==> src/rtl/swd_pkg.sv <==
// swd_pkg: constants for the system watchdog timer
// assumes a 20 MHz system clock; no software-visible register bus
package swd_pkg;
   localparam int unsigned CLK_HZ          = 20000000;
   localparam logic [7:0]  SVC_FUNC_CODE   = 8'h6F;
   localparam logic [7:0]  SVC_SUB_SETPER  = 8'h02;
   localparam int unsigned PERIOD_W        = 8;
   localparam logic [7:0]  PERIOD_RESET    = 8'h00;
   localparam int unsigned UNIT_SEC_MS     = 1000;
   localparam int unsigned UNIT_MIN_MS     = 60000;
   localparam int unsigned UNIT_SEC_CYCLES = CLK_HZ / 1000 * UNIT_SEC_MS;
   localparam int unsigned UNIT_MIN_CYCLES = CLK_HZ / 1000 * UNIT_MIN_MS;
   localparam int unsigned TICK_W          = 31;
   localparam logic        UNIT_SEL_SEC    = 1'b0;
   localparam logic        ACTION_RESET    = 1'b0;
   localparam int unsigned RESET_PULSE_CYC = 4;
   typedef enum logic [1:0] {
      SWD_IDLE,
      SWD_RUN,
      SWD_FIRE
   } swd_state_t;
endpackage : swd_pkg

==> src/rtl/swd_tick_div.sv <==
// swd_tick_div: divides the system clock into one-cycle unit enables
// assumes the divide count is stable while enabled; restart realigns phase
`timescale 1ns/10ps
module swd_tick_div
   import swd_pkg::*;
#(
   parameter int unsigned SEC_CYCLES = UNIT_SEC_CYCLES,
   parameter int unsigned MIN_CYCLES = UNIT_MIN_CYCLES
) (
   input  wire logic clock_i,
   input  wire logic rst_i,
   input  wire logic restart_i,
   input  wire logic run_i,
   input  wire logic unit_sel_i,
   output logic      tick_o
);
   logic [TICK_W-1:0] cnt_q;
   logic [TICK_W-1:0] cnt_d;
   wire  [TICK_W-1:0] top_w  = (unit_sel_i == UNIT_SEL_SEC) ? TICK_W'(SEC_CYCLES - 1)
                                                           : TICK_W'(MIN_CYCLES - 1); // RULE_07
   wire               wrap_w = run_i && (cnt_q >= top_w);

   assign cnt_d  = (restart_i || !run_i || wrap_w) ? '0 : cnt_q + TICK_W'(1);
   assign tick_o = wrap_w;

   always_ff @(posedge clock_i) begin
      if (rst_i) begin
         cnt_q <= '0;
      end else begin
         cnt_q <= cnt_d;
      end
   end
endmodule : swd_tick_div

==> src/rtl/swd_watchdog.sv <==
// swd_watchdog: countdown watchdog loaded by a firmware service call
// assumes the call decoder presents function, sub-function and value for one cycle
// Operation
// RULE_01 - service function 6F, sub-function 2 carries the new period value
// RULE_02 - nonzero load starts countdown from value in selected units
// RULE_03 - count reaching zero triggers the expiry action
// RULE_04 - expiry gives cold reset or NMI, by configuration
// RULE_05 - each set-period call reloads the countdown, preventing expiry
// RULE_06 - loading zero stops and disables the timer
// RULE_07 - unit of one count follows the nonvolatile unit setting
// RULE_08 - software refreshes with at least ten percent margin
// RULE_09 - software writes zero before a supervised program exits
// RULE_10 - eight-bit period, range 1 to 255, clears to zero on reset
`timescale 1ns/10ps
module swd_watchdog
   import swd_pkg::*;
#(
   parameter int unsigned SEC_CYCLES = UNIT_SEC_CYCLES,
   parameter int unsigned MIN_CYCLES = UNIT_MIN_CYCLES
) (
   input  wire logic                clock_i,
   input  wire logic                rst_i,
   input  wire logic                call_valid_i,
   input  wire logic [7:0]          call_func_i,
   input  wire logic [7:0]          call_sub_i,
   input  wire logic [PERIOD_W-1:0] call_value_i,
   input  wire logic                unit_sel_i,
   input  wire logic                action_sel_i,
   output logic                     cold_reset_o,
   output logic                     nmi_o,
   output logic                     running_o,
   output logic [PERIOD_W-1:0]      count_o
);
   ////////////////////////////////////////////////////////////////////////////
   swd_state_t          state_q;
   swd_state_t          state_d;
   logic [PERIOD_W-1:0] count_q;
   logic [PERIOD_W-1:0] count_d;
   logic [2:0]          pulse_q;
   logic [2:0]          pulse_d;
   logic                rst_pulse_q;
   logic                rst_pulse_d;
   logic                nmi_q;
   logic                nmi_d;
   logic                tick_w;
   logic                run_w;
   logic                tick_run_w;
   logic                last_unit_w;
   logic                pulse_busy_w;
   logic                fire_nmi_w;

   ////////////////////////////////////////////////////////////////////////////
   // service call decode; any other function or sub-function is ignored
   wire set_period_w = call_valid_i && (call_func_i == SVC_FUNC_CODE)
                       && (call_sub_i == SVC_SUB_SETPER);                   // RULE_01
   wire load_run_w   = set_period_w && (call_value_i != '0);               // RULE_02
   wire load_off_w   = set_period_w && (call_value_i == '0);               // RULE_06

   ////////////////////////////////////////////////////////////////////////////
   // expiry is the tick that would take the count from one to zero
   assign run_w       = (state_q == SWD_RUN);
   assign tick_run_w  = run_w && tick_w;
   assign last_unit_w = (count_q == 8'h01);
   // a call in the same cycle wins, so a late refresh still holds off expiry
   wire expire_w     = tick_run_w && last_unit_w && !set_period_w;         // RULE_03
   wire fire_rst_w   = expire_w && (action_sel_i == ACTION_RESET);         // RULE_04
   assign fire_nmi_w = expire_w && (action_sel_i != ACTION_RESET);         // RULE_04

   ////////////////////////////////////////////////////////////////////////////
   // unit divider restarts on every load so a refresh gives a full unit
   swd_tick_div #(
      .SEC_CYCLES (SEC_CYCLES),
      .MIN_CYCLES (MIN_CYCLES)
   ) u_div (
      .clock_i    (clock_i),
      .rst_i      (rst_i),
      .restart_i  (set_period_w),
      .run_i      (run_w),
      .unit_sel_i (unit_sel_i),
      .tick_o     (tick_w)
   );

   ////////////////////////////////////////////////////////////////////////////
   always_comb begin
      state_d = state_q;
      count_d = count_q;
      case (state_q)
         SWD_IDLE: begin
            if (load_run_w) begin
               state_d = SWD_RUN;                                          // RULE_02
               count_d = call_value_i;
            end
         end
         SWD_RUN: begin
            if (load_run_w) begin
               count_d = call_value_i;                                     // RULE_05
            end else if (load_off_w) begin
               state_d = SWD_IDLE;                                         // RULE_06
               count_d = '0;
            end else if (expire_w) begin
               state_d = SWD_FIRE;                                         // RULE_03
               count_d = '0;
            end else if (tick_w) begin
               count_d = count_q - 8'h01;
            end
         end
         SWD_FIRE: begin
            // one action per expiry; a new nonzero load re-arms
            if (load_run_w) begin
               state_d = SWD_RUN;
               count_d = call_value_i;
            end else if (load_off_w) begin
               state_d = SWD_IDLE;
            end
         end
         default: begin
            state_d = SWD_IDLE;
            count_d = '0;
         end
      endcase
   end

   ////////////////////////////////////////////////////////////////////////////
   // reset pulse is stretched so the board reset logic sees it
   assign pulse_busy_w = (pulse_q != '0);
   assign pulse_d      = fire_rst_w   ? 3'(RESET_PULSE_CYC) :
                         pulse_busy_w ? pulse_q - 3'h1      : '0;
   assign rst_pulse_d  = (pulse_d != '0);                                  // RULE_04
   // nmi stays one cycle; a held level would look like a second event
   assign nmi_d        = fire_nmi_w;                                       // RULE_04

   ////////////////////////////////////////////////////////////////////////////
   always_ff @(posedge clock_i) begin
      if (rst_i) begin
         state_q <= SWD_IDLE;
      end else begin
         state_q <= state_d;
      end
   end

   always_ff @(posedge clock_i) begin
      if (rst_i) begin
         count_q <= PERIOD_RESET;                                          // RULE_10
      end else begin
         count_q <= count_d;
      end
   end

   always_ff @(posedge clock_i) begin
      if (rst_i) begin
         pulse_q <= '0;
      end else begin
         pulse_q <= pulse_d;
      end
   end

   always_ff @(posedge clock_i) begin
      if (rst_i) begin
         rst_pulse_q <= 1'b0;
      end else begin
         rst_pulse_q <= rst_pulse_d;                                       // RULE_04
      end
   end

   always_ff @(posedge clock_i) begin
      if (rst_i) begin
         nmi_q <= 1'b0;
      end else begin
         nmi_q <= nmi_d;                                                   // RULE_04
      end
   end

   ////////////////////////////////////////////////////////////////////////////
   assign cold_reset_o = rst_pulse_q;
   assign nmi_o        = nmi_q;
   assign running_o    = run_w;
   assign count_o      = count_q;
endmodule : swd_watchdog

==> config.mk <==
export PLATFORM = sky130hd
export DESIGN_NAME = swd_watchdog
export DESIGN_NICKNAME = d
export VERILOG_FILES = /design/src/rtl/swd_pkg.sv /design/src/rtl/swd_tick_div.sv /design/src/rtl/swd_watchdog.sv
export SDC_FILE = /design/constraint.sdc
export NUM_CORES = 1
export LEC_CHECK = 0
export ABC_CLOCK_PERIOD_IN_PS = 3400
export BUFFER_PORTS_ARGS = -buffer_cell sky130_fd_sc_hd__buf_2
export CORE_MARGIN = 2
export CORE_UTILIZATION = 57
export CTS_CLUSTER_DIAMETER = 200
export DETAILED_ROUTE_END_ITERATION = 7
export GPL_TIMING_DRIVEN = 1
export PLACE_DENSITY = 0.88
export SYNTH_ARGS = -nofsm -noshare
export SYNTH_HDL_FRONTEND = slang
export SYNTH_SLANG_ARGS = --single-unit
==> constraint.sdc <==
create_clock -name clock_i -period 3.4 [get_ports clock_i]
set_clock_uncertainty 0.05 [all_clocks]
set_input_delay 0.34 -clock clock_i [delete_from_list [all_inputs] [get_ports clock_i]]
set_output_delay 0.34 -clock clock_i [all_outputs]
set_load 0.03 [all_outputs]
=== Yosys cells after proc, flatten, opt, wreduce, memory -nomap -nowiden ===
Cells that the tools add are included.

* Bitwise gates (word level): 1
* Order comparisons: 1
* Reductions and logical operators: 23
* Eq/ne operators: 11
* Muxes and demuxes: 16
* Add/subtract/negate cells: 3

{| class="wikitable"
|+ Operator list
! operator !! number
|-
| two-way mux 8 bit || 5
|-
| adder 31 x 1 -> 31 bit, second input constant || 1
|-
| greater-or-equal comparator 31 bit || 1
|-
| two-way mux 31 bit || 1
|-
| case mux 8 bit (2 select lines) || 1
|-
| two-way mux 2 bit || 6
|-
| logical AND 1 bit || 10
|-
| equality test 8 x 1 -> 1 bit, second input constant || 1
|-
| equality test 8 x 2 -> 1 bit, second input constant || 1
|-
| equality test 8 x 7 -> 1 bit, second input constant || 1
|-
| zero test 8 bit || 1
|-
| nonzero test 8 bit || 1
|-
| subtractor 8 x 1 -> 8 bit, second input constant || 1
|-
| two-way mux 3 bit || 2
|-
| case mux 2 bit (3 select lines) || 1
|-
| nonzero test 3 bit || 2
|-
| inequality test 5 x 2 -> 1 bit, second input constant || 1
|-
| inequality test 2 bit, second input constant || 2
|-
| AND reduction 4 bit || 1
|-
| OR reduction 2 bit || 2
|-
| inequality test 3 x 1 -> 1 bit, second input constant || 1
|-
| inequality test 3 bit, second input constant || 1
|-
| subtractor 3 x 1 -> 3 bit, second input constant || 1
|-
| equality test 2 x 1 -> 1 bit, second input constant || 1
|-
| 7 further kinds || 9
|}

* Flip-flop bits (word level): 46
* Output and inout bits: 11
* Bits of input ports: 29
* Logic and storage cells: 61

=== Depth between registers and ports, before layout ===
Gate-level depths: netlist of the first run.

* Depth after elaboration: 10
* Mapped depth: 9
* Mapped depth without buffers: 8

=== Hierarchy ===
A second synthesis of the first run with hierarchy kept.

* Cells, all modules: 339
* Area total of the unflattened synthesis: 3,047.9 µm²

{| class="wikitable"
|+ By module, submodules not included
! module !! sequential area each (µm²) !! cells each !! instances !! area an instance (µm²)
|-
| swd_tick_div || 620.6 || 203 || 1 || 1,910.6
|-
| swd_watchdog || 300.3 || 136 || 1 || 1,137.3
|}

=== Least setup slack after synthesis of the first run ===
No wires, ideal clock.

* Path kind: in2reg
* Start: input unit_sel_i
* End: register count_q[2], in the netlist count_o[2]
* Arrival: 2.455 ns
* Data required time: 3.267 ns
* Setup slack: 0.812 ns
* Cell stages on the path: 8
* Cell sequence: inv_1 > ha_1 > nand3_1 > or4b_4 > a2111oi_4 > nor3_2 > a211o_1 > o221ai_1

* Longest elaborated chain between the ends: 10
* Elaborated cells between the ends (all ways): 12
* Classes of those cells: order compare: 1; eq/ne: 1; mux: 5; reduce/logical: 5

{| class="wikitable"
|+ Ends and longest elaborated chain
! item !! line !! RTL
|-
| from (decl) || swd_watchdog.sv:27 || <nowiki>input wire logic unit_sel_i,</nowiki>
|-
| two-way mux 31 bit (*) || swd_tick_div.sv:19 || <nowiki>wire [TICK_W-1:0] top_w = (unit_sel_i == UNIT_SEL_SEC) ? TICK_W'(SEC_CYCLES - 1)</nowiki>
|-
| greater-or-equal comparator 31 bit (*) || swd_tick_div.sv:21 || <nowiki>wire wrap_w = run_i && (cnt_q >= top_w);</nowiki>
|-
| logical AND 1 bit (*) || swd_tick_div.sv:21 ||
|-
| logical AND 1 bit || swd_watchdog.sv:62 || <nowiki>assign tick_run_w = run_w && tick_w;</nowiki>
|-
| logical AND 1 bit (2 in a row) || swd_watchdog.sv:65 || <nowiki>wire expire_w = tick_run_w && last_unit_w && !set_period_w;</nowiki>
|-
| two-way mux 8 bit || swd_watchdog.sv:100 || <nowiki>end else if (expire_w) begin</nowiki>
|-
| two-way mux 8 bit || swd_watchdog.sv:97 || <nowiki>end else if (load_off_w) begin</nowiki>
|-
| two-way mux 8 bit || swd_watchdog.sv:95 || <nowiki>if (load_run_w) begin</nowiki>
|-
| case mux 8 bit (2 select lines) || swd_watchdog.sv:87 || <nowiki>case (state_q)</nowiki>
|-
| to (signal assigned) || swd_watchdog.sv:145 || <nowiki>count_q <= count_d;</nowiki>
|-
| to (decl) || swd_watchdog.sv:37 || <nowiki>logic [PERIOD_W-1:0] count_q;</nowiki>
|}

Mark *: on every way between the ends. The rest lies on a longest branch, timed or not.
A chain may end at the register's enable or synchronous reset.

=== Final worst setup path of the first run ===
* Start: register u_div.cnt_q[9]
* End: register rst_pulse_q, in the netlist cold_reset_o

* Longest elaborated chain between the ends: 8

{| class="wikitable"
|+ Ends and longest elaborated chain
! item !! line !! RTL
|-
| from (decl) || swd_tick_div.sv:17 || <nowiki>logic [TICK_W-1:0] cnt_q;</nowiki>
|-
| from (signal assigned) || swd_tick_div.sv:30 || <nowiki>cnt_q <= cnt_d;</nowiki>
|-
| greater-or-equal comparator 31 bit || swd_tick_div.sv:21 ||
|-
| logical AND 1 bit || swd_tick_div.sv:21 ||
|-
| logical AND 1 bit || swd_watchdog.sv:62 ||
|-
| logical AND 1 bit (2 in a row) || swd_watchdog.sv:65 ||
|-
| logical AND 1 bit || swd_watchdog.sv:66 || <nowiki>wire fire_rst_w = expire_w && (action_sel_i == ACTION_RESET);</nowiki>
|-
| two-way mux 3 bit || swd_watchdog.sv:126 || <nowiki>assign pulse_d = fire_rst_w ? 3'(RESET_PULSE_CYC) :</nowiki>
|-
| nonzero test 3 bit || swd_watchdog.sv:128 || <nowiki>assign rst_pulse_d = (pulse_d != '0);</nowiki>
|-
| to (signal assigned) || swd_watchdog.sv:161 || <nowiki>rst_pulse_q <= rst_pulse_d;</nowiki>
|-
| to (decl) || swd_watchdog.sv:41 || <nowiki>logic rst_pulse_q;</nowiki>
|}

No other way between the ends.

==> out/qor.csv, run 1 <==
stage,metric,value,unit
clock_tree,clock-sinks,46,
synth,syn_area_per_cell,8.52,sq um
placed_design,place.gp.congestion,0.894,
route,vias,2467,
worst_setup_path,cp.required,3.55,ns
final_layout,nFillCells,354,
die,die_x,72.3,um
synth,synth_compound_area_frac,0.136,
synth,muxShareOfSynthArea,0.00424,
die,io_pins,40,
hold_path,min_from,action_sel_i,
global_routing,grt_usage,0.241,
synth,yosys_warnings,0,
sta,post-route-period-util,0.826,
route,drc,0,
synth,synth_ff_type,dfxtp_1,
sta,max_slew.worst_pin.slew,0.705,ns
worst_setup_path,crit_path_end_kind,flop,
clock_tree,cts_buffers,5,
final_layout,seq_area,921,sq um
route,wl_per_cell,14.4,um
global_routing,grt_pass1_wl,10100,um
die,initial_utilization,0.602,
sta,hold_viol_final,0,
worst_setup_path,arrival,2.95,ns
die,fp.dieH,72.3,um
worst_setup_path,crit_start,u_div.cnt_q[9],
die,die-area,0.00522,sq mm
final_layout,final_cell_mix,"nor2_1 (48), dfxtp_1 (46), buf_2 (39)",
sta,rsz0062_at_grt,false,
final_layout,final_common_cell,nor2_1,
synth,synth_top_family_by_area,simple AND/OR/NAND/NOR gates,
synth,synthDistinctLibCells,50,
synth,synth.net_count,360,
worst_setup_path,rr_worst_depth,7,
sta,fin_setup_tns,0,ns
final_layout,antenna_cells,0,
die,rows,24,
synth,postSynthCellCount,312,
worst_setup_path,crit_path_start_kind,flop,
clock_tree,path_clk_slew,0.08,ns
clock_tree,insertion_delay,0.30,ns
synth,ys_top_cells_by_area,"dfxtp_1 (35%), ha_1 (8.9%), nor2_1 (6.8%)",
synth,seq_area_frac_synth,0.347,
synth,netlist.area_leader.share,0.347,
route,drt-pass1-iter-count,4,
synth,synth-seq-cells,46,
final_layout,area_growth,12.9,%
clock_tree,post-cts-setup-buffers,0,
sta,slew-limit-headroom,0.526,
clock_tree,clk_path_buf_depth,2,
worst_setup_path,regToRegStartpoint,u_div.cnt_q[9],
route,totalWireLength,5870,um
clock_tree,cts_hold_buf,0,
synth,synth_edf_count,0,
worst_setup_path,crit_path_max_fanout,18,
synth,synth_xor_area_frac,0.0956,
sta,min_period,2.81,ns
global_routing,grt_pass1_vias,2284,
route,vias_per_cell,6.06,
global_routing,antenna_found_initial,0,
synth,synth_area,0.00266,sq mm
hold_path,min_path_type,in -> reg,
hold_path,min_path_cells,3,
synth,synth-simple-area-share,0.297,
route,antenna_left,0,
synth,synth_top_cell_by_area,dfxtp_1,
sta,fmax,356,MHz
synth,synth_adder_area_share,0.0895,
sta,finalMaxSlewViolations,0,
die,core_area,0.00441,sq mm
clock_tree,cts.htree.levels,2,
pwr,power_density,304,mW/mm^2
route,drt_iter0_markers,250,
global_routing,grt_max_degree,32,
placed_design,hpwl,4330,um
pwr,p_leak,1.15,nW
run,maxCapViolations,0,
final_layout,multiInputGateArea,0.00165,sq mm
final_layout,layout-drive-gt1-share,0.166,
sta,worst_hold_slack,0.253,ns
clock_tree,cts_tree,yes,
synth,synthArstFlopShare,0,
global_routing,overflow,0,
sta,finalSetupViolations,0,
placed_design,port_buffers,39,
clock_tree,cts_root_buf,clkbuf_8,
outcome,status,"complete, no violations",
pwr,vdd_drop_max,0.356,mV
worst_setup_path,critPathKind,reg -> reg,
clock_tree,post_cts_resized,0,
final_layout,nets,402,
[critical path, stage by stage, from the launching register on]
cell       delay (ns)
dfxtp_1          0.46
ha_1             0.30
a21o_1           0.19
a221oi_1         0.44
a2111oi_4        0.17
o31ai_4          0.66
nor3_2           0.13
o31a_1           0.31
[cells by family after synthesis]
logic type	after synthesis
xor+xnor	29
buf+inv	21
compound gates	44
simple gates	152
fa+ha+maj	19
flops	46
mux	1
[layout make-up]
| type | count | area share |
|---|---|---|
| multi-input cells | 245 | 0.551 |
| flip-flops and latches | 46 | 0.307 |
| repair buffers | 42 | 0.0726 |
| clock buffers | 7 | 0.0288 |
| well taps | 52 | 0.0217 |
| inverters | 14 | 0.0175 |
| clock inverters | 1 | 0.00167 |
[power breakdown]
| part | switching [mW] | leakage (nW) | internal, mW | total [mW] |
|---|---|---|---|---|
| clock | 0.171 | 0.0482 | 0.164 | 0.335 |
| sequential | 0.000000323 | 0.370 | 0.538 | 0.538 |
| combinational | 0.0196 | 0.727 | 0.0197 | 0.0392 |
[registers in the layout, summed over array words and instances, names as in the netlist]
register / cells
count_o: 8
u_div.cnt_q: 31
cold_reset_o: 1
nmi_o: 1
state_q: 2
pulse_q: 3
[through the flow]
stage,util,cells,setup WS (ns),instance area (sq um),power (mW)
after CTS,0.680,407,0.605,3000,0.919
after global placement,0.659,399,0.414,2910,0.588
after floorplan,-,312,0.812,2660,0.567
after global routing,0.680,407,0.425,3000,0.945
final,0.680,407,0.593,3000,0.913
after detailed placement,0.659,399,0.310,2910,0.590
[path summary, 6_finish.rpt]
kind / to / slack [ns]
hold reg to reg: pulse_q[1] / 0.44
hold / removal: nmi_o / 0.25
setup reg to reg: cold_reset_o / 0.59
setup / recovery: cold_reset_o / 0.59
[synth_stat cells, drive strengths merged (2+ instances only)]
library cell / instances
xor2: 13
o21a: 2
dfxtp: 46
nand3: 20
xnor2: 16
a21oi: 10
and4: 6
a31oi: 2
nor4b: 3
inv: 14
a211o: 3
clkbuf: 3
nand4: 6
o221ai: 6
a221oi: 5
nor3: 10
nand2b: 3
ha: 19
or3: 2
nor2: 48
o21ai: 2
nor4: 7
a22oi: 4
or4b: 2
buf: 4
and3: 8
nand2: 27
a21o: 2
and2: 3
[routing by layer]
metal | vias up | global-route usage | share of wire
met2 | 104 | 0.399 | 0.49
met3 | 12 | 0.0444 | 0.074
met5 | - | 0 | 0
met1 | 1142 | 0.308 | 0.42
li1 | 1209 | - | -
met4 | 0 | 0.103 | 0.019
Power figures use the tool's default switching activity.
==> run 2: changes to the inputs <==
ABC_CLOCK_PERIOD_IN_PS = 2820   (was 3400)
clock period = 2.82 ns   (was 3.4 ns; I/O delays follow)
==> run 2 against run 1 <==
  * Routed wire length rose by 2.2%
  * Clock-buffer cell count is the same
  * Critical path type unchanged
  * Sequential power up 21%
==> out/qor.csv, run 2 (synthesis results as in run 1) <==
stage,metric,value,unit,change
global_routing,antenna_found_initial,0,,unchanged
die,die-area,0.00522,sq mm,unchanged
global_routing,grt_pass1_wl,9870,um,was 10100 um
pwr,finalPower,1.11,mW,was 0.913 mW
clock_tree,clock-sinks,46,,unchanged
final_layout,final_common_cell,nor2_1,,unchanged
route,wl_per_cell,14.5,um,was 14.4 um
sta,worst_hold_slack,0.170,ns,was 0.253 ns
pwr,p_leak,1.18,nW,was 1.15 nW
clock_tree,path_clk_slew,0.08,ns,about the same
sta,rsz0062_at_grt,false,,unchanged
clock_tree,cts_hold_buf,0,,unchanged
sta,min_period,2.70,ns,was 2.81 ns
sta,post-route-period-util,0.958,,was 0.826
global_routing,met2_usage,0.421,,was 0.399
final_layout,layout-drive-gt1-share,0.180,,was 0.166
clock_tree,post-cts-setup-buffers,0,,unchanged
hold_path,min_path_type,in -> reg,,unchanged
placed_design,place.gp.congestion,0.901,,was 0.894
route,drc,0,,unchanged
die,core_area,0.00441,sq mm,unchanged
clock_tree,cts_tree,yes,,unchanged
final_layout,final_area,0.00306,sq mm,was 0.00300 sq mm
clock_tree,post_cts_resized,0,,unchanged
route,vias_per_cell,6.05,,was 6.06
worst_setup_path,crit_path_start_kind,flop,,unchanged
placed_design,hpwl,4420,um,was 4330 um
sta,fmax,370,MHz,was 356 MHz
global_routing,busiest_layer,met2,,unchanged
global_routing,overflow,0,,unchanged
route,totalWireLength,6000,um,was 5870 um
worst_setup_path,cp.required,2.99,ns,was 3.55 ns
hold_path,min_from,action_sel_i,,unchanged
sta,hold_viol_final,0,,unchanged
worst_setup_path,reg2reg_setup_slack,0.12,ns,was 0.59 ns
clock_tree,cts_buffers,5,,unchanged
run,maxCapViolations,0,,unchanged
sta,finalSetupViolations,0,,unchanged
die,io_pins,40,,unchanged
pwr,vdd_drop_max,0.387,mV,was 0.356 mV
clock_tree,cts.htree.levels,2,,unchanged
global_routing,grt_usage,0.235,,was 0.241
final_layout,top_register,u_div.cnt_q,,unchanged
final_layout,nets,408,,was 402
placed_design,port_buffers,39,,unchanged
worst_setup_path,cpLargestDelayFamily,compound AO/OA/AOI/OAI gates,,unchanged
die,fp.dieH,72.3,um,unchanged
sta,slew-limit-headroom,0.517,,was 0.526
worst_setup_path,timing.critical_path.buf_inv,0,,unchanged
die,initial_utilization,0.602,,unchanged
worst_setup_path,critPathKind,reg -> reg,,unchanged
outcome,status,"complete, no violations",,unchanged
hold_path,min_path_cells,3,,unchanged
worst_setup_path,cpMaxStageDelayCell,or4b_4,,was o31ai_4
final_layout,area_growth,15.1,%,was 12.9%
sta,finalMaxSlewViolations,0,,unchanged
worst_setup_path,rr_worst_depth,7,,unchanged
worst_setup_path,reg2reg_to,count_o[4],,was cold_reset_o
placed_design,postPlaceCellArea,0.00297,sq mm,was 0.00291 sq mm
worst_setup_path,crit_path_end_kind,flop,,unchanged
die,die_x,72.3,um,unchanged
worst_setup_path,arrival,2.87,ns,was 2.95 ns
clock_tree,cts_root_buf,clkbuf_8,,unchanged
pwr,power_density,363,mW/mm^2,was 304 mW/mm^2
final_layout,largest_reg_flops,31,,unchanged
route,antenna_left,0,,unchanged
clock_tree,insertion_delay,0.30,ns,about the same
worst_setup_path,regToRegStartpoint,u_div.cnt_q[9],,unchanged
final_layout,antenna_cells,0,,unchanged
sta,fin_setup_tns,0,ns,unchanged
global_routing,grtUsageMet1,0.278,,was 0.308
worst_setup_path,crit_path_max_fanout,6,,was 18
global_routing,met3_usage,0.0333,,was 0.0444
clock_tree,clk_path_buf_depth,2,,unchanged
global_routing,grt_pass1_vias,2370,,was 2284
global_routing,grt_max_degree,32,,unchanged
route,drt_iter0_markers,165,,was 250
route,drt-pass1-iter-count,5,,was 4
sta,max_slew.worst_pin.slew,0.717,ns,was 0.705 ns
worst_setup_path,cpPeakStageDelay,0.56,ns,was 0.66 ns
worst_setup_path,crit_chain,ha_1 -> nand3_1 -> or4b_4 -> a2111oi_4 -> nor3_2 -> a211o_1 -> o221ai_1,,was ha_1 -> a21o_1 -> a221oi_1 -> a2111oi_4 -> o31ai_4 -> nor3_2 -> o31a_1
hold_path,hold_end,nmi_o,,unchanged
die,rows,24,,unchanged
route,vias,2497,,was 2467
final_layout,layout.cells.non_filler,413,,was 407
final_layout,final_cell_mix,"nor2_1 (48), dfxtp_1 (46), buf_2 (39)",,unchanged
placed_design,placed_cells,405,,was 399
[run 2: cell count changes in the layout (fill, tap and decap cells not counted), sizes merged]
cell  change
buf       +6
[run 2: worst max path at each step]
stage	startpoint	to	slack [ns]	cells past startpoint
detailed placement	unit_sel_i	count_o[4]	0.09	9
global route	u_div.cnt_q[9]	count_o[7]	0.01	7
global placement	unit_sel_i	cold_reset_o	0.13	10
floorplan	unit_sel_i	count_o[2]	0.29	8
CTS	u_div.cnt_q[9]	count_o[3]	0.15	7
finish	u_div.cnt_q[9]	count_o[4]	0.12	7
[run 2: layout make-up]
class	instances	area [sq um]
multi-input combinational	245	1650
fill	359	1360
clock inverter	1	5.00
sequential	46	921
tap	52	65.1
inverter	14	52.6
clock buffer	7	86.3
timing repair buffer	48	275
[run 2: per-layer routing]
| metal | vias to the layer above | routed length, um |
|---|---|---|
| li1 | 1223 | - |
| met1 | 1182 | 2570 |
| met2 | 81 | 2990 |
| met3 | 11 | 311 |
| met4 | 0 | 124 |
| met5 | - | 0 |
[run 2: worst reg2reg max path, stage by stage, from the launching register on]
cell and delay, ns:
dfxtp_1 0.37, ha_1 0.32, nand3_1 0.08, or4b_4 0.56
a2111oi_4 0.48, nor3_2 0.16, a211o_1 0.38, o221ai_1 0.24
[run 2: per-stage QoR]
stage / worst slack (ns) / util
after floorplan: 0.290 / -
final: 0.118 / 0.693
after CTS: 0.150 / 0.693
after detailed placement: 0.0877 / 0.672
after global routing: 0.00976 / 0.693
after global placement: 0.130 / 0.672
[run 2: power breakdown]
| part | switching, mW | leakage [nW] | internal, mW |
|---|---|---|---|
| Sequential | 0.000000436 | 0.370 | 0.649 |
| Clock | 0.215 | 0.0482 | 0.198 |
| Combinational | 0.0238 | 0.761 | 0.0255 |
